--- src/led_sink_defines.vh ---
// Purpose: constants for the LED sink current control register bank
// Assumes: byte-wide registers at the device register addresses
// Notes:   reset values are all zero
`ifndef LED_SINK_DEFINES_VH
`define LED_SINK_DEFINES_VH

// register addresses
`define ADDR_BACKLIGHT_DIM_CURRENT 8'h0a
`define ADDR_SINK_FADE_LAW_SELECT  8'h0f
`define ADDR_SINK_ENABLE_CONTROL   8'h10

// reset values
`define RST_BACKLIGHT_DIM_CURRENT  7'h00
`define RST_SINK_FADE_LAW_SELECT   2'h0
`define RST_SINK_ENABLE_CONTROL    7'h00

// field layout
`define DIM_CODE_MSB               6
`define FADE_LAW_MSB               1
`define SINK_EN_MSB                6

// fade law encodings
`define LAW_LINEAR                 2'h0
`define LAW_SQUARE                 2'h1
`define LAW_CUBIC_A                2'h2
`define LAW_CUBIC_B                2'h3

// full-scale current in microamps and code span
`define FULL_SCALE_UA              32'h7530
`define CODE_MAX                   32'h7f
`define CODE_MAX_SQ                32'h3f01

// dwell weight of one code step for linear time steps
`define DWELL_UNIT                 8'h01

`endif

--- src/code_to_current.v ---
// Purpose: maps a seven-bit current code and fade law to sink current and step dwell
// Assumes: combinational, same clock domain as its user
// Notes:   current is in microamps, truncated
`default_nettype none
`include "led_sink_defines.vh"

module code_to_current (
  // code and law
  input  wire [6:0]  code_i,
  input  wire [1:0]  law_i,
  // mapped results
  output reg  [14:0] current_ua_o,
  output reg  [7:0]  dwell_o
);

  reg [31:0] lin_ua;
  reg [31:0] sq_ua;

  always @* begin
    lin_ua = ({25'h0, code_i} * `FULL_SCALE_UA) / `CODE_MAX;
    sq_ua  = ({25'h0, code_i} * {25'h0, code_i} * `FULL_SCALE_UA) / `CODE_MAX_SQ;
    if (law_i == `LAW_LINEAR) begin
      current_ua_o = lin_ua[14:0];
    end else begin
      current_ua_o = sq_ua[14:0];
    end
    case (law_i)
      `LAW_CUBIC_A: dwell_o = `DWELL_UNIT + {4'h0, 4'hf - code_i[6:3]};
      `LAW_CUBIC_B: dwell_o = `DWELL_UNIT + {4'h0, code_i[6:3]};
      default:      dwell_o = `DWELL_UNIT;
    endcase
  end

endmodule // code_to_current
`default_nettype wire

--- src/led_sink_current_control.v ---
// Purpose: register bank for backlight dim current, sink fade law and sink enables
// Assumes: register port driven by the serial interface engine on CORE_CLK_I
// Notes:   25 MHz core clock, synchronous active-low reset
`default_nettype none
`include "led_sink_defines.vh"

module led_sink_current_control (
  // clock and reset
  input  wire        CORE_CLK_I,
  input  wire        RST_N_I,
  // register port
  input  wire [7:0]  REG_ADDR_I,
  input  wire [7:0]  REG_WDATA_I,
  input  wire        REG_WR_I,
  input  wire        REG_RD_I,
  output reg  [7:0]  REG_RDATA_O,
  output reg         REG_HIT_O,
  // backlight dimming
  input  wire        DIM_TIMEOUT_I,
  input  wire        DIM_REQ_I,
  input  wire [6:0]  BL_ACTIVE_CODE_I,
  output reg  [6:0]  BL_CODE_O,
  output reg         BL_DIMMED_O,
  // sink fading
  input  wire [6:0]  FADE_CODE_I,
  output reg  [14:0] SINK_CURRENT_UA_O,
  output reg  [7:0]  STEP_DWELL_O,
  output wire [1:0]  SINK_FADE_LAW_O,
  // sink enables
  output wire [6:0]  SINK_ENABLE_O
);

  // register state
  reg  [6:0]  dim_current_code;
  reg  [1:0]  sink_fade_law;
  reg  [6:0]  sink_enable;
  reg         dimmed;
  // next values of the register state
  reg  [6:0]  next_dim_current_code;
  reg  [1:0]  next_sink_fade_law;
  reg  [6:0]  next_sink_enable;
  reg         next_dimmed;
  // read path
  reg  [7:0]  next_rdata;
  reg         next_hit;
  // backlight path
  reg  [6:0]  next_bl_code;
  reg         next_bl_dimmed;
  // address decode
  wire        sel_dim;
  wire        sel_law;
  wire        sel_en;
  wire        wr_dim;
  wire        wr_law;
  wire        wr_en;
  wire        dim_event;
  // register words as read back, reserved bits zero
  wire [7:0]  word_dim;
  wire [7:0]  word_law;
  wire [7:0]  word_en;
  // law mapper results
  wire [14:0] map_current;
  wire [7:0]  map_dwell;

  // address decode; unmapped addresses select nothing
  assign sel_dim = (REG_ADDR_I == `ADDR_BACKLIGHT_DIM_CURRENT);
  assign sel_law = (REG_ADDR_I == `ADDR_SINK_FADE_LAW_SELECT);
  assign sel_en  = (REG_ADDR_I == `ADDR_SINK_ENABLE_CONTROL);
  assign wr_dim  = REG_WR_I & sel_dim;
  assign wr_law  = REG_WR_I & sel_law;
  assign wr_en   = REG_WR_I & sel_en;

  // next value of each register: only the defined field is taken
  always @* begin
    next_dim_current_code = dim_current_code;
    next_sink_fade_law    = sink_fade_law;
    next_sink_enable      = sink_enable;
    if (wr_dim) begin
      next_dim_current_code = REG_WDATA_I[`DIM_CODE_MSB:0];
    end
    if (wr_law) begin
      next_sink_fade_law = REG_WDATA_I[`FADE_LAW_MSB:0];
    end
    if (wr_en) begin
      next_sink_enable = REG_WDATA_I[`SINK_EN_MSB:0];
    end
  end

  // backlight dim current register
  always @(posedge CORE_CLK_I) begin
    if (!RST_N_I) begin
      dim_current_code <= `RST_BACKLIGHT_DIM_CURRENT;
    end else begin
      dim_current_code <= next_dim_current_code;
    end
  end

  // sink fade law register
  always @(posedge CORE_CLK_I) begin
    if (!RST_N_I) begin
      sink_fade_law <= `RST_SINK_FADE_LAW_SELECT;
    end else begin
      sink_fade_law <= next_sink_fade_law;
    end
  end

  // sink enable register
  always @(posedge CORE_CLK_I) begin
    if (!RST_N_I) begin
      sink_enable <= `RST_SINK_ENABLE_CONTROL;
    end else begin
      sink_enable <= next_sink_enable;
    end
  end

  // read words with reserved bits forced low
  assign word_dim = {1'b0, dim_current_code};
  assign word_law = {6'h00, sink_fade_law};
  assign word_en  = {1'b0, sink_enable};

  // read mux
  always @* begin
    next_rdata = 8'h00;
    next_hit   = 1'b1;
    case (REG_ADDR_I)
      `ADDR_BACKLIGHT_DIM_CURRENT: next_rdata = word_dim;
      `ADDR_SINK_FADE_LAW_SELECT:  next_rdata = word_law;
      `ADDR_SINK_ENABLE_CONTROL:   next_rdata = word_en;
      default:                     next_hit   = 1'b0;
    endcase
  end

  // read data holds until the next read strobe
  always @(posedge CORE_CLK_I) begin
    if (!RST_N_I) begin
      REG_RDATA_O <= 8'h00;
      REG_HIT_O   <= 1'b0;
    end else if (REG_RD_I) begin
      REG_RDATA_O <= next_rdata;
      REG_HIT_O   <= next_hit;
    end
  end

  // dim event: a timeout pulse or the request level
  assign dim_event = DIM_TIMEOUT_I | DIM_REQ_I;

  // dim state latches on the first event and leaves only by reset
  always @* begin
    next_dimmed = dimmed;
    if (dim_event) begin
      next_dimmed = 1'b1;
    end
  end

  // dim state register
  always @(posedge CORE_CLK_I) begin
    if (!RST_N_I) begin
      dimmed <= 1'b0;
    end else begin
      dimmed <= next_dimmed;
    end
  end

  // backlight code: the dim code from the edge of the event on
  always @* begin
    next_bl_dimmed = dimmed | dim_event;
    if (next_bl_dimmed) begin
      next_bl_code = dim_current_code;
    end else begin
      next_bl_code = BL_ACTIVE_CODE_I;
    end
  end

  // backlight outputs
  always @(posedge CORE_CLK_I) begin
    if (!RST_N_I) begin
      BL_CODE_O   <= 7'h00;
      BL_DIMMED_O <= 1'b0;
    end else begin
      BL_CODE_O   <= next_bl_code;
      BL_DIMMED_O <= next_bl_dimmed;
    end
  end

  // law mapping of the sink fade code
  code_to_current u_map (
    .code_i       (FADE_CODE_I),
    .law_i        (sink_fade_law),
    .current_ua_o (map_current),
    .dwell_o      (map_dwell)
  );

  // sink current output
  always @(posedge CORE_CLK_I) begin
    if (!RST_N_I) begin
      SINK_CURRENT_UA_O <= 15'h0000;
    end else begin
      SINK_CURRENT_UA_O <= map_current;
    end
  end

  // step dwell output
  always @(posedge CORE_CLK_I) begin
    if (!RST_N_I) begin
      STEP_DWELL_O <= 8'h00;
    end else begin
      STEP_DWELL_O <= map_dwell;
    end
  end

  // register fields seen by the sink stage
  assign SINK_FADE_LAW_O = sink_fade_law;
  assign SINK_ENABLE_O   = sink_enable;

endmodule // led_sink_current_control
`default_nettype wire

--- config.mk ---
export PLATFORM = sky130hd
export DESIGN_NAME = led_sink_current_control
export DESIGN_NICKNAME = d
export VERILOG_FILES = /design/src/code_to_current.v /design/src/led_sink_current_control.v
export VERILOG_INCLUDE_DIRS = /design/src
export SDC_FILE = /design/constraint.sdc
export NUM_CORES = 1
export LEC_CHECK = 0
export BUFFER_PORTS_ARGS = -buffer_cell sky130_fd_sc_hd__buf_2
export CORE_AREA = 2 2 179 181
export DETAILED_ROUTE_END_ITERATION = 7
export DIE_AREA = 0 0 181 183
export PLACE_DENSITY_LB_ADDON = 0.15
export SYNTH_ARGS = -nofsm -noshare
export SYNTH_HDL_FRONTEND = slang
export SYNTH_SLANG_ARGS = --single-unit
export TNS_END_PERCENT = 10
--- constraint.sdc ---
create_clock -name CORE_CLK_I -period 31.6 [get_ports CORE_CLK_I]
set_input_delay 1.58 -clock CORE_CLK_I [delete_from_list [all_inputs] [get_ports CORE_CLK_I]]
set_output_delay 1.58 -clock CORE_CLK_I [all_outputs]
set_load 0.01 [all_outputs]
==> results.sh <==
export IMPL_status="finished, final reports clean"
export IMPL_dp_cells=3122
export IMPL_clock_sinks=53
export IMPL_drc=0
export IMPL_drv_slew=0
export IMPL_slew_headroom_pct=25.0
export IMPL_use_met3_pct=2.16
export IMPL_grt_usage_pct=34.9
export IMPL_synthCells=2713
export IMPL_cts_hold_fix_buffers=0
export IMPL_grt_use_met1_pct=44.6
export IMPL_fillCellCount=2787
export IMPL_nets=2992
export IMPL_setup_worst_path_start_class="input pin"
export IMPL_via_per_inst=6.83
export IMPL_final_cells=3130
export IMPL_syn_avg_cell_area_um2=7.35
export IMPL_yosysSeqAreaShare_pct=5.32
export IMPL_grt_start_max_net_pins=52
export IMPL_place_detailed_hpwl_um=48800
export IMPL_numCtsBuffers=5
export IMPL_crit_family="compound AO/OA/AOI/OAI gates"
export IMPL_grt_pass1_wl_um=98400
export IMPL_area_growth_pct=4.44
export IMPL_setup_viol=0
export IMPL_synth_top_family_by_area="compound AO/OA/AOI/OAI gates"
export IMPL_synth_compound_area_share_pct=32.0
export IMPL_cts_root_buf="clkbuf_16"
export IMPL_cts_htree_levels=2
export IMPL_place_ws_ps=1120
export IMPL_yosysUniqueCellTypes=136
export IMPL_critPathMaxFanout=20
export IMPL_synth_simple_area_share_pct=28.0
export IMPL_layout_drive_gt1_share_pct=10.9
export IMPL_coreArea_mm2=0.0312
export IMPL_gr_usage_met2_pct=62.5
export IMPL_syn_area_mm2=0.0199
export IMPL_critical_path_required_ps=31790
export IMPL_cpPeakStageDelay_ps=790
export IMPL_synth_seq_cells=53
export IMPL_gp_congestion=0.973
export IMPL_initial_utilization_pct=63.9
export IMPL_antennaDiodeCount=0
export IMPL_finalClockSkew_ps=4.72
export IMPL_setup_ws_ps=1490
export IMPL_async_reset_ff_share_pct=0
export IMPL_synthXorXnorAreaFrac_pct=8.51
export IMPL_synth_top_cell_area_share_pct=10.2
export IMPL_first_global_vias=19941
export IMPL_drv_cap=0
export IMPL_synth_ff_type="dfxtp_1"
export IMPL_finalCriticalPeriod_ps=30110
export IMPL_dr_total_vias=21372
export IMPL_synth_area_leaders="ha_1 10%, fa_1 6.7%, dfxtp_1 5.3%"
export IMPL_fin_tns_setup_ps=0
export IMPL_hold_viol=0
export IMPL_worst_pin_slew_ps=1120
export IMPL_wl_per_cell_um=19.1
export IMPL_cpMostUsedCell="ha_1"
export IMPL_cts_tree="done"
export IMPL_worstSkewPairLatency_ps=290
export IMPL_die_area_mm2=0.0331
export IMPL_drt_first_pass_iters=8
export IMPL_rows=65
export IMPL_yosysTopAreaCell="ha_1"
export IMPL_synth_fa_ha_area_share_pct=17.1
export IMPL_die_w_um=181
export IMPL_ios=85
export IMPL_drt_iter0_drc=1769
export IMPL_port_buffers=79
export IMPL_ys_warn_count=0
export IMPL_overflow=0
export IMPL_clock_path_buffers=2
export IMPL_cp_end_kind="flip-flop"
export IMPL_post_route_period_util_pct=95.3
export IMPL_fmax_mhz=33.2
export IMPL_cp_arrival_ps=30300
export IMPL_wirelength_um=59900
export IMPL_synthMuxAreaShare_pct=2.95
export IMPL_crit_type="input pin to flip-flop"
export IMPL_hold_path_class="flip-flop to flip-flop"
export IMPL_antenna_found_initial=0
export IMPL_grt_busiest_layer="met2"
export IMPL_worst_path_max_delay_cell="or4b_1"
export IMPL_die_h_um=183
export IMPL_post_cts_setup_buffer_count=0
export IMPL_clk_pin_slew_ps=70
export IMPL_ant_nets=0
export IMPL_synth_edf_count=0
export IMPL_worst_path_buf_inv=9
==> layout by cell type (no fill, tap or decap), types with 13 or more instances in the layout <==
master / count
and4_1: 18
mux2_2: 14
nor3_1: 72
nand4_1: 35
dfxtp_1: 53
o31ai_1: 27
a21boi_0: 29
nor4_1: 31
buf_2: 79
or4_1: 19
a211o_1: 15
or3_1: 27
nor2_1: 227
nor2b_1: 24
fa_1: 67
o31a_1: 19
ha_1: 162
and2_1: 50
o21ai_1: 29
inv_1: 184
buf_4: 29
xor2_1: 61
o211a_1: 20
o21bai_1: 14
nand3b_1: 13
or2_2: 30
nand3_1: 101
a31oi_1: 38
o21a_1: 33
nand2_1: 233
a21o_1: 37
a211oi_1: 42
o211ai_1: 52
a21oi_1: 159
and3_1: 47
o22ai_1: 14
o21ai_0: 94
xnor2_1: 116
mux2i_1: 38
nand2b_1: 19
==> final timing paths <==
| kind | startpoint | end | slack [ps] | depth (start not counted) |
|---|---|---|---|---|
| max | FADE_CODE_I[5] | SINK_CURRENT_UA_O[0]$_SDFF_PN0_ | 1490 | 95 |
| min | REG_HIT_O$_SDFFE_PN0P_ | REG_HIT_O$_SDFFE_PN0P_ | 490 | 2 |
| max reg2reg | SINK_FADE_LAW_O[1]$_SDFFE_PN0P_ | SINK_CURRENT_UA_O[0]$_SDFF_PN0_ | 29550 | 5 |
| min reg2reg | REG_HIT_O$_SDFFE_PN0P_ | REG_HIT_O$_SDFFE_PN0P_ | 490 | 2 |
==> layer usage <==
metal / wire, µm / vias up
met5: 0 / -
met4: 2130 / 0
met3: 3240 / 151
met2: 29000 / 808
met1: 25500 / 10204
li1: - / 10209
==> flip-flops by register name (all words and copies together), names as in the netlist <==
signal / count
SINK_CURRENT_UA_O: 15
STEP_DWELL_O: 5
SINK_ENABLE_O: 7
REG_RDATA_O: 7
dimmed: 1
dim_current_code: 7
SINK_FADE_LAW_O: 2
BL_CODE_O: 7
BL_DIMMED_O: 1
REG_HIT_O: 1
==> timing repair <==
| action | CTS | global route |
|---|---|---|
| hold endpoints to repair | 0 | 0 |
| endpoints found under the setup margin | 0 | 2 |
| resized for setup | 0 | 17 |
==> synth_stat cells (13+ instances only) <==
| cell type | count |
|---|---|
| mux2i_1 | 39 |
| nor4_1 | 32 |
| nand4_1 | 35 |
| o211a_1 | 20 |
| a31oi_1 | 38 |
| o31ai_1 | 27 |
| xor2_1 | 63 |
| dfxtp_1 | 53 |
| mux2_2 | 14 |
| fa_1 | 67 |
| buf_2 | 32 |
| o31a_1 | 19 |
| or3_1 | 27 |
| a211oi_1 | 44 |
| and4_1 | 18 |
| ha_1 | 162 |
| or2_2 | 29 |
| o211ai_1 | 52 |
| clkbuf_1 | 55 |
| nand2b_1 | 19 |
| a211o_1 | 15 |
| a21boi_0 | 29 |
| xnor2_1 | 117 |
| o21ai_1 | 30 |
| a21o_1 | 37 |
| or4_1 | 19 |
| and3_1 | 47 |
| nor3_1 | 72 |
| a21oi_1 | 161 |
| nand3_1 | 101 |
| nor2_1 | 228 |
| o21bai_1 | 14 |
| nand2_1 | 233 |
| o22ai_1 | 14 |
| and2_1 | 50 |
| o21ai_0 | 94 |
| nor2b_1 | 24 |
| o21a_1 | 33 |
| nand3b_1 | 13 |
| inv_1 | 184 |
==> cell families (layout without fill, tap and decap cells) <==
kind of cell | after synthesis | in the layout
other | 1 | 4
AOI/OAI and AO/OA | 855 | 855
xor gates and xnor gates | 186 | 186
buffers and inverters | 291 | 303
adders and majority gates | 234 | 234
and+or+nand+nor | 1037 | 1037
muxes | 56 | 56
DFF | 53 | 53
==> per-stage QoR <==
| step | util (%) | area [µm²] | hold WS, ps |
|---|---|---|---|
| CTS | 66.4 | 20700 | 489 |
| global placement | 65.9 | 20600 | 460 |
| finish | 66.7 | 20800 | 487 |
| detailed placement | 65.9 | 20600 | 479 |
| floorplan | - | 20000 | 455 |
| global route | 66.7 | 20800 | 520 |
==> area by class of cell <==
class | instances | area [µm²] | area share [%]
clock inverters | 3 | 43.8 | 0.210
multi-input cells | 2372 | 17800 | 85.4
clock buffers | 5 | 125 | 0.601
repair buffers | 108 | 613 | 2.94
flip-flops and latches | 53 | 1060 | 5.09
inverters | 187 | 704 | 3.38
well taps | 402 | 503 | 2.42
==> worst register-to-register path, delay by kind of cell, from the launching register on <==
kind	cells	cell delay, ps
DFF	1	450
AOI/OAI and AO/OA	3	500
and+or+nand+nor	2	1010
Power is left out: the tool's default activity adds up to more than one toggle a clock period on the data nets, which glitch-free logic cannot reach.
